==> src/hdl/plam_pkg.sv <==
// constants and types for the latched-address pin mux
// assumes a single clock domain and a synchronous processor bus sampled on clk
package plam_pkg;
  // pin counts per port
  localparam int PLAM_PA_W = 8;
  localparam int PLAM_PB_W = 8;
  localparam int PLAM_PC_W = 8;
  localparam int PLAM_PD_W = 3;
  localparam int PLAM_PIN_N = 27;
  localparam int PLAM_ADDR_W = 16;
  localparam int PLAM_WIN_W = 8; // 256-byte register window
  // Port C test port pin positions
  localparam int PLAM_TP_MODE = 0;
  localparam int PLAM_TP_CLK = 1;
  localparam int PLAM_TP_STAT = 3;
  localparam int PLAM_TP_ERR = 4;
  localparam int PLAM_TP_DIN = 5;
  localparam int PLAM_TP_DOUT = 6;
  // Port D strobe pin
  localparam int PLAM_PD_STROBE = 0;
  // pin function encoding
  typedef enum logic [1:0] {
    PLAM_FN_MCU = 2'h0,
    PLAM_FN_PLD = 2'h1,
    PLAM_FN_ADDR = 2'h2,
    PLAM_FN_BUS = 2'h3
  } plam_fn_t;
  // processor bus style
  typedef enum logic [1:0] {
    PLAM_BUS_MUX8 = 2'h0,
    PLAM_BUS_NONMUX = 2'h1,
    PLAM_BUS_SPLIT = 2'h2,
    PLAM_BUS_PAGE = 2'h3
  } plam_bus_t;
  localparam logic [7:0] PLAM_ZERO8 = 8'h00;
endpackage : plam_pkg

==> src/hdl/plam_addr_latch.sv <==
// address latch driven by the processor's address strobe
// assumes strobe and address synchronous to clk
`timescale 1ns/10ps
`default_nettype none
module plam_addr_latch #(
  parameter int ADDR_W = 16
) (
  // clock and reset
  input wire logic clk,
  input wire logic sys_rst,
  // processor side
  input wire logic strobeEn,
  input wire logic addressLatchStrobe,
  input wire logic [ADDR_W-1:0] busAddr,
  // latched result
  output logic [ADDR_W-1:0] latchedAddr
);
  logic [ADDR_W-1:0] latch_q;
  logic [ADDR_W-1:0] latch_d;
  // capture address while strobe high, hold after
  always_comb begin
    latch_d = latch_q;
    if (strobeEn && addressLatchStrobe) begin
      latch_d = busAddr;
    end
  end
  always_ff @(posedge clk or posedge sys_rst) begin
    if (sys_rst) begin
      latch_q <= '0;
    end else begin
      latch_q <= latch_d;
    end
  end
  assign latchedAddr = latch_q;
endmodule : plam_addr_latch
`default_nettype wire

==> src/hdl/plam_port_mux.sv <==
// pin function multiplexer for ports A-D with latched address output
// assumes configuration inputs static or synchronous to clk
`timescale 1ns/10ps
`default_nettype none
module plam_port_mux
  import plam_pkg::*;
(
  // clock and reset
  input wire logic clk,
  input wire logic sys_rst,
  // per-pin function selects, two bits per pin, A..D packed
  input wire logic [2*plam_pkg::PLAM_PIN_N-1:0] pinFunc,
  input wire plam_pkg::plam_bus_t busStyle,
  input wire logic testPortEn,
  // processor bus
  input wire logic [plam_pkg::PLAM_ADDR_W-1:0] busAddr,
  input wire logic [7:0] busDataOut,
  input wire logic busDataOe,
  input wire logic [plam_pkg::PLAM_ADDR_W-1:0] windowBase,
  output logic registerWindowSelect,
  output logic [plam_pkg::PLAM_WIN_W-1:0] registerOffset,
  // processor I/O and logic sources per pin
  input wire logic [plam_pkg::PLAM_PIN_N-1:0] mcuOut,
  input wire logic [plam_pkg::PLAM_PIN_N-1:0] mcuOe,
  input wire logic [plam_pkg::PLAM_PIN_N-1:0] pldOut,
  input wire logic [plam_pkg::PLAM_PIN_N-1:0] pldOe,
  // test port internal side
  input wire logic testPortStatusOut,
  input wire logic testPortErrorOut,
  input wire logic testPortDataOut,
  output logic testModeSel,
  output logic testClk,
  output logic testDataIn,
  // pins: input, output, enable
  input wire logic [plam_pkg::PLAM_PIN_N-1:0] pinIn,
  output logic [plam_pkg::PLAM_PIN_N-1:0] pinOut,
  output logic [plam_pkg::PLAM_PIN_N-1:0] pinOe,
  // pin values toward processor and logic
  output logic [plam_pkg::PLAM_PIN_N-1:0] pinInReg
);
  // first pin of each port in the packed pin vectors
  localparam int PB0 = PLAM_PA_W;
  localparam int PC0 = PLAM_PA_W + PLAM_PB_W;
  localparam int PD0 = PC0 + PLAM_PC_W;

  // latched address and its placement on the pins
  logic [PLAM_ADDR_W-1:0] latchedAddr;
  logic [PLAM_PIN_N-1:0] addrVal;
  logic [PLAM_PIN_N-1:0] addrOk;
  logic strobeEn;
  // pin drive and input sampling state
  logic [PLAM_PIN_N-1:0] out_d;
  logic [PLAM_PIN_N-1:0] out_q;
  logic [PLAM_PIN_N-1:0] oe_d;
  logic [PLAM_PIN_N-1:0] oe_q;
  logic [PLAM_PIN_N-1:0] in_d;
  logic [PLAM_PIN_N-1:0] in_q;
  // register window decode state
  logic sel_d;
  logic sel_q;
  logic [PLAM_WIN_W-1:0] off_d;
  logic [PLAM_WIN_W-1:0] off_q;
  // test port input state
  logic tms_d;
  logic tms_q;
  logic tck_d;
  logic tck_q;
  logic tdi_d;
  logic tdi_q;

  // function code of one pin
  function automatic plam_fn_t fnOf(input int idx);
    fnOf = plam_fn_t'(pinFunc[2*idx +: 2]);
  endfunction : fnOf

  // strobe use and sampled pin inputs; fnOf reads pinFunc, so its
  // callers sit in processes that re-run when any pin function changes
  always_comb begin
    strobeEn = fnOf(PD0 + PLAM_PD_STROBE) == PLAM_FN_BUS;
    in_d = pinIn;
    // test port inputs read as low while the port is off
    tms_d = testPortEn & pinIn[PC0 + PLAM_TP_MODE];
    tck_d = testPortEn & pinIn[PC0 + PLAM_TP_CLK];
    tdi_d = testPortEn & pinIn[PC0 + PLAM_TP_DIN];
  end

  // address latch on Port D bit 0 strobe
  plam_addr_latch #(.ADDR_W(PLAM_ADDR_W)) uLatch (
    .clk(clk),
    .sys_rst(sys_rst),
    .strobeEn(strobeEn),
    .addressLatchStrobe(pinIn[PD0 + PLAM_PD_STROBE]),
    .busAddr(busAddr),
    .latchedAddr(latchedAddr)
  );

  // nibble placement of latched address per bus style
  always_comb begin
    addrVal = '0;
    addrOk = '0;
    case (busStyle)
      PLAM_BUS_MUX8: begin
        // a7-a0 on both ports
        addrVal[PB0-1:0] = latchedAddr[7:0];
        addrOk[PB0-1:0] = '1;
        addrVal[PC0-1:PB0] = latchedAddr[7:0];
        addrOk[PC0-1:PB0] = '1;
      end
      PLAM_BUS_NONMUX: begin
        // Port B only, Port A is the data port
        addrVal[PC0-1:PB0] = latchedAddr[7:0];
        addrOk[PC0-1:PB0] = '1;
      end
      PLAM_BUS_SPLIT: begin
        // a7-a4 on A high, a11-a8 on B low
        addrVal[7:4] = latchedAddr[7:4];
        addrOk[7:4] = '1;
        addrVal[PB0+3:PB0] = latchedAddr[11:8];
        addrOk[PB0+3:PB0] = '1;
      end
      PLAM_BUS_PAGE: begin
        // a11-a8 on B low, a15-a12 on B high
        addrVal[PC0-1:PB0] = latchedAddr[15:8];
        addrOk[PC0-1:PB0] = '1;
      end
      default: begin
        addrVal = '0;
        addrOk = '0;
      end
    endcase
  end

  // per-pin output selection
  always_comb begin
    out_d = '0;
    oe_d = '0;
    for (int i = 0; i < PLAM_PIN_N; i++) begin
      case (fnOf(i))
        PLAM_FN_MCU: begin
          out_d[i] = mcuOut[i];
          oe_d[i] = mcuOe[i];
        end
        PLAM_FN_PLD: begin
          out_d[i] = pldOut[i];
          oe_d[i] = pldOe[i];
        end
        PLAM_FN_ADDR: begin
          out_d[i] = addrVal[i];
          oe_d[i] = addrOk[i];
        end
        PLAM_FN_BUS: begin
          // Port A carries bus data in all but the 8-bit mux style, Port B the high address byte in split style, Port D strobe is input
          // unsupported combinations leave the pin released
          if (i < PB0 && busStyle != PLAM_BUS_MUX8) begin
            out_d[i] = busDataOut[i];
            oe_d[i] = busDataOe;
          end else if (i >= PB0 && i < PC0 && busStyle == PLAM_BUS_SPLIT) begin
            out_d[i] = busAddr[i];
            oe_d[i] = busDataOe;
          end
        end
        default: begin
          out_d[i] = 1'b0;
          oe_d[i] = 1'b0;
        end
      endcase
    end
    if (testPortEn) begin
      // test port pins override the pin functions
      // input pins released so the outside probe can drive them
      oe_d[PC0 + PLAM_TP_MODE] = 1'b0;
      oe_d[PC0 + PLAM_TP_CLK] = 1'b0;
      oe_d[PC0 + PLAM_TP_DIN] = 1'b0;
      out_d[PC0 + PLAM_TP_STAT] = testPortStatusOut;
      oe_d[PC0 + PLAM_TP_STAT] = 1'b1;
      out_d[PC0 + PLAM_TP_ERR] = testPortErrorOut;
      oe_d[PC0 + PLAM_TP_ERR] = 1'b1;
      out_d[PC0 + PLAM_TP_DOUT] = testPortDataOut;
      oe_d[PC0 + PLAM_TP_DOUT] = 1'b1;
    end
  end

  // register window decode
  // only the upper byte is compared; the lower byte is the offset
  always_comb begin
    sel_d = busAddr[PLAM_ADDR_W-1:PLAM_WIN_W] ==
            windowBase[PLAM_ADDR_W-1:PLAM_WIN_W];
    off_d = busAddr[PLAM_WIN_W-1:0];
  end

  // output registers
  // every top output leaves one of these flip-flops
  always_ff @(posedge clk or posedge sys_rst) begin
    if (sys_rst) begin
      out_q <= '0;
      oe_q <= '0;
      in_q <= '0;
      sel_q <= 1'b0;
      off_q <= PLAM_ZERO8;
      tms_q <= 1'b0;
      tck_q <= 1'b0;
      tdi_q <= 1'b0;
    end else begin
      out_q <= out_d;
      oe_q <= oe_d;
      in_q <= in_d;
      sel_q <= sel_d;
      off_q <= off_d;
      tms_q <= tms_d;
      tck_q <= tck_d;
      tdi_q <= tdi_d;
    end
  end

  assign pinOut = out_q;
  assign pinOe = oe_q;
  assign pinInReg = in_q;
  assign registerWindowSelect = sel_q;
  assign registerOffset = off_q;
  assign testModeSel = tms_q;
  assign testClk = tck_q;
  assign testDataIn = tdi_q;
endmodule : plam_port_mux
`default_nettype wire

==> config.mk <==
export PLATFORM = sky130hd
export DESIGN_NAME = plam_port_mux
export DESIGN_NICKNAME = d
export VERILOG_FILES = /design/src/hdl/plam_pkg.sv /design/src/hdl/plam_addr_latch.sv /design/src/hdl/plam_port_mux.sv
export SDC_FILE = /design/constraint.sdc
export NUM_CORES = 1
export LEC_CHECK = 0
export ABC_AREA = 1
export BUFFER_PORTS_ARGS = -buffer_cell sky130_fd_sc_hd__buf_2
export CAP_MARGIN = 20
export CELL_PAD_IN_SITES_DETAIL_PLACEMENT = 1
export CELL_PAD_IN_SITES_GLOBAL_PLACEMENT = 1
export CORE_ASPECT_RATIO = 1.4
export CORE_MARGIN = 8
export CORE_UTILIZATION = 31
export CTS_CLUSTER_SIZE = 28
export DETAILED_ROUTE_END_ITERATION = 12
export PLACE_DENSITY_LB_ADDON = 0.1
export SYNTH_ARGS = -nofsm -noshare
export SYNTH_HDL_FRONTEND = slang
export SYNTH_HIERARCHICAL = 1
export SYNTH_SLANG_ARGS = --single-unit
==> constraint.sdc <==
create_clock -name clk -period 4.5 [get_ports clk]
set_input_delay 0.9 -clock clk [delete_from_list [all_inputs] [get_ports clk]]
set_output_delay 0.9 -clock clk [all_outputs]
set_load 0.02 [all_outputs]
== Yosys cells after proc, flatten, opt, wreduce, memory -nomap -nowiden ==
Index checks and enable logic that the tools add are counted.
W data, S select, Z words.

* Register bits: 109
* Output and inout bits: 93
* Word-level logic and storage cells: 195

* Equality and inequality tests: 64
* Multiplexer cells: 84
* Bitwise operators: 3
* Reduce and logical (&&, ||, !) cells: 35

{| class="wikitable"
|+ Operators with widths
! operator !! number
|-
| $pmux W1 S4 || 32
|-
| $eq A2 B2 Y1 const B || 35
|-
| $eq A2 B1 Y1 const B || 28
|-
| $logic_not A2 Y1 || 28
|-
| $pmux W1 S2 || 22
|-
| $mux W4 || 7
|-
| $mux W1 || 19
|-
| $pmux W4 S2 || 2
|-
| $eq A8 B8 Y1 || 1
|-
| $reduce_or A2 Y1 || 3
|-
| $mux W2 || 2
|-
| $reduce_or A4 Y1 || 1
|-
| $and A1 B1 Y1 || 3
|-
| $reduce_or A3 Y1 || 1
|-
| $reduce_bool A2 Y1 || 1
|-
| $logic_and A1 B1 Y1 || 1
|}

== Longest topological paths before layout ==
* Word-level depth: 4
* Depth in mapped cells: 7

== Modules after synthesis ==
Netlist, hierarchy kept.

{| class="wikitable"
|+ Modules (own cells, without submodules)
! module !! instances !! cells each !! area an instance (um^2) !! sequential area each (um^2)
|-
| plam_port_mux || 1 || 510 || 4247.8 || 2327.2
|-
| plam_addr_latch || 1 || 71 || 690.7 || 400.4
|}

== Worst setup path after synthesis ==
Ideal clock, no wire load.

* Kind: input-to-reg
* Start: in busStyle[0]
* End: reg oe_q[4], in the netlist pinOe[4]
* Library setup time: 0.127 ns
* Arrival: 1.391 ns
* Required time: 4.373 ns
* Slack: 2.982 ns
* Cell stages on the path: 5
* Path buffers: 1
* Cells stage by stage: buf_6 -> nor2_8 -> nor2_8 -> nand3_1 -> nand3b_1

* Cells in the longest elaborated chain, start to end: 4

{| class="wikitable"
|+ RTL lines
! element !! line !! RTL
|-
| start: declaration || plam_port_mux.sv:13 || <nowiki>input wire plam_pkg::plam_bus_t busStyle,</nowiki>
|-
| $eq A2 B2 Y1 / $logic_not A2 Y1 (equally long branches) || plam_port_mux.sv:101 || <nowiki>case (busStyle)</nowiki>
|-
| $reduce_or A2 Y1 (no line) || n/a ||
|-
| $mux W4 || plam_port_mux.sv:101 ||
|-
| $pmux W1 S4 (*) || plam_port_mux.sv:138 || <nowiki>case (fnOf(i))</nowiki>
|-
| named net oe_d[4] || plam_port_mux.sv:54 || <nowiki>logic [PLAM_PIN_N-1:0] oe_d;</nowiki>
|-
| end signal: assignment || plam_port_mux.sv:196 || <nowiki>oe_q <= '0;</nowiki>
|-
| end signal: assignment || plam_port_mux.sv:205 || <nowiki>oe_q <= oe_d;</nowiki>
|-
| end: declaration || plam_port_mux.sv:55 || <nowiki>logic [PLAM_PIN_N-1:0] oe_q;</nowiki>
|}

The timed path passes the listed nets; every way through them passes the cells marked *.
A chain may end at the register's enable or synchronous reset.

== Worst setup path in the final report ==
* Start: reg out_q[3], in the netlist pinOut[3]
* End: out pinOut[3] in the netlist's numbering

{| class="wikitable"
|+ RTL lines
! element !! line !! RTL
|-
| start: declaration || plam_port_mux.sv:53 || <nowiki>logic [PLAM_PIN_N-1:0] out_q;</nowiki>
|-
| start signal: assignment || plam_port_mux.sv:204 || <nowiki>out_q <= out_d;</nowiki>
|-
| end: declaration || plam_port_mux.sv:36 || <nowiki>output logic [plam_pkg::PLAM_PIN_N-1:0] pinOut,</nowiki>
|}

No word-level cell between the ends.

==> out/summary.txt <==
WP data required: 3.60 ns
Inst Count DP: 1093
CP delay by family, top: flip-flops
total gr overflow: 0
DRT antenna net count: 0
worst slew pin tran: 0.8821 ns
most frequent cells in the layout: buf_2, nand2_1, dfrtp_1
top cell type's share of synthesized area: 0.5523
Clk pin slew, worst setup/hold paths: 0.08 ns
Setup violations, final: 0
Slew Limit Headroom: 0.4120
fmax: 0.5524 GHz
drt wl/cell: 18.28 um
Worst Hold Path Cells: 2
YS warnings: 6
port buffer count: 322
synthesized area per cell: 8.500 um^2
Post-DP Area: 6721 um^2
Design Area, Final: 7041 um^2
number of max-cap violations: 0
WP data arrival: 0.91 ns
Vias: 5255
Max clock buf depth: 2
hold slack: 0.4789 ns
number of global-route vias before repair: 5882
stages on the worst setup path: 1
CP bufs+invs: 1
post-layout util: 0.4511
WL final: 20290 um
crit end category: output port
reg2reg start: uLatch/latchedAddr[7]$_DFFE_PP0P_
status: finished, final reports clean
Syn Inst Count: 581
Std-Cell Rows: 54
drt first pass iters: 4
post-CTS setup buffer count: 0
Cell Chain, Critical Path: buf_2
worst reg-to-reg path cell count: 4
largest net degree at the start of global routing: 67
synthesis-stage register bit count: 109
Die ar.: 20280 um^2
top cells by area, synth: dfrtp_1, nand2_1, nand3_1
initial antenna violation count: 2
fill count: 2029
part of the Yosys area used for sequential elements: 0.5523
Chip Height: 165.3 um
Setup TNS: 0 ns
CTS tree: done
total CTS buffers: 9
non-filler cells, final: 1110
fin crit period: 1.810 ns
Worst path max stage delay: 0.40 ns
Mapped Nets: 819
Critical-path top delay cell: dfrtp_1
hold_sp: uLatch/latchedAddr[14]$_DFFE_PP0P_
reg-to-reg slack, setup: 3.67 ns
period utilisation layout: 0.4023
clock skew: 0.01171 ns
mapped cell area: 4938 um^2
H-Tree Depth: 3
worst hold path class: register to register
Nets: 1146
Final GP Congestion: 0.9400
CP Class: register to output port
Skew-Pair Late Insertion Delay: 0.35 ns
crit-path max FO: 1
initial core utilization: 0.3164
die width: 122.7 um
Vias/cell: 4.734
RSZ-0062 raised after global routing: no
Post-CTS Resized: 0
Hold-fix buffers, CTS: 0
final number of hold-violating endpoints: 0
commonest non-fill, non-tap cell in the layout: buf_2
maximum vdd drop: 0.2259 mV
Area Growth Syn to Fin: 42.56%
reg2reg end: pinOut[15]$_DFF_PP0_
Overall Global Routing Usage: 0.1969
drt initial violations: 211
DRC viols: 0
first-pass GRT wire length: 30730 um
Root Buffer Master: clkbuf_16
Leak: 0.004085 uW
Hold Path Sink: uLatch/latchedAddr[14]$_DFFE_PP0P_
I/O pin count: 331
Detail Placement HPWL: 17040 um
final max-slew violation count: 0
layout cell share with drive strength beyond 1: 0.3910
library cells used by synthesis: 21
P per Cell Area: 342.7 nW/um^2
crit path launch type: register
Clock Sink Count: 109
core box area: 15610 um^2
Synth area leader: dfrtp_1
[worst register-to-register path, cell delays in order (launching register included)]
cell	delay (ns)
dfrtp_1	0.43
nand2_1	0.09
nand2_1	0.08
nand2_1	0.06
nand4_1	0.07
[report_power, final]
group          switching (uW)  internal (uW)  total (uW)
sequential               34.3           1060        1090
clock                     405            446         851
combinational             293            175         467
total                     732           1680        2410
[layout make-up]
cell class,instances,area (um^2),area share
sequential,109,2728,0.3874
timing repair buffer,323,1619,0.2300
multi-input combinational,376,1788,0.2540
antenna,1,2.502,0.0003554
clock buffer,9,225.2,0.03199
clock inverter,7,91.34,0.01297
tap,196,245.2,0.03483
inverter,89,341.6,0.04852
[sequential cells by signal, indices dropped and copies added (netlist names)]
signal                flops
pinOe                    27
pinOut                   27
pinInReg                 27
testModeSel               1
registerOffset            8
testClk                   1
testDataIn                1
uLatch/latchedAddr       16
registerWindowSelect      1
[worst max path at each step]
stage          slack [ns]           startpoint                     endpoint
6_report             2.69  pinOut[3]$_DFF_PP0_                    pinOut[3]
5_1_grt              2.64              sys_rst  registerOffset[3]$_DFF_PP0_
4_1_cts              2.66  pinOut[3]$_DFF_PP0_                    pinOut[3]
3_5_place_dp         2.39              sys_rst        pinInReg[8]$_DFF_PP0_
3_3_place_gp         2.41              sys_rst        pinInReg[2]$_DFF_PP0_
2_1_floorplan        1.18              sys_rst        pinInReg[0]$_DFF_PP0_
[metrics by stage]
stage                     power [uW]  setup slack, ns
after floorplan                 1344            1.180
after global placement          1571            2.411
after detailed placement        1592            2.394
after CTS                       2459            2.656
after global routing            2533            2.639
final                           2413            2.690
[metal layers]
layer / wire length (um) / track usage / up-vias
met5: 18 / 0 / -
met4: 330 / 0.06281 / 4
met3: 1621 / 0.05240 / 26
met2: 11420 / 0.3807 / 202
met1: 6903 / 0.1969 / 2486
li1: - / - / 2537
[cell families after synthesis]
family | Yosys count | share of synthesized area
AO/OA/AOI/OAI | 20 | 0.02103
buffers and inverters | 96 | 0.08564
flip-flops | 109 | 0.5523
AND/OR/NAND/NOR | 356 | 0.3410
[synth_stat cells]
library cell and count:
a21oi_1 3, nand3_1 108, o21ai_0 10, buf_6 5
inv_2 2, nand2_1 154, dfrtp_1 109, nand4_1 39
nand2_2 3, inv_1 86, nand2_4 1, clkbuf_8 2
nand2_8 1, nand3b_1 4, nor2_1 37, nor2_4 1
o21ai_1 4, nor2_8 3, or2_2 5, inv_6 1
a31oi_1 3
(Power assumes the default switching activity.)
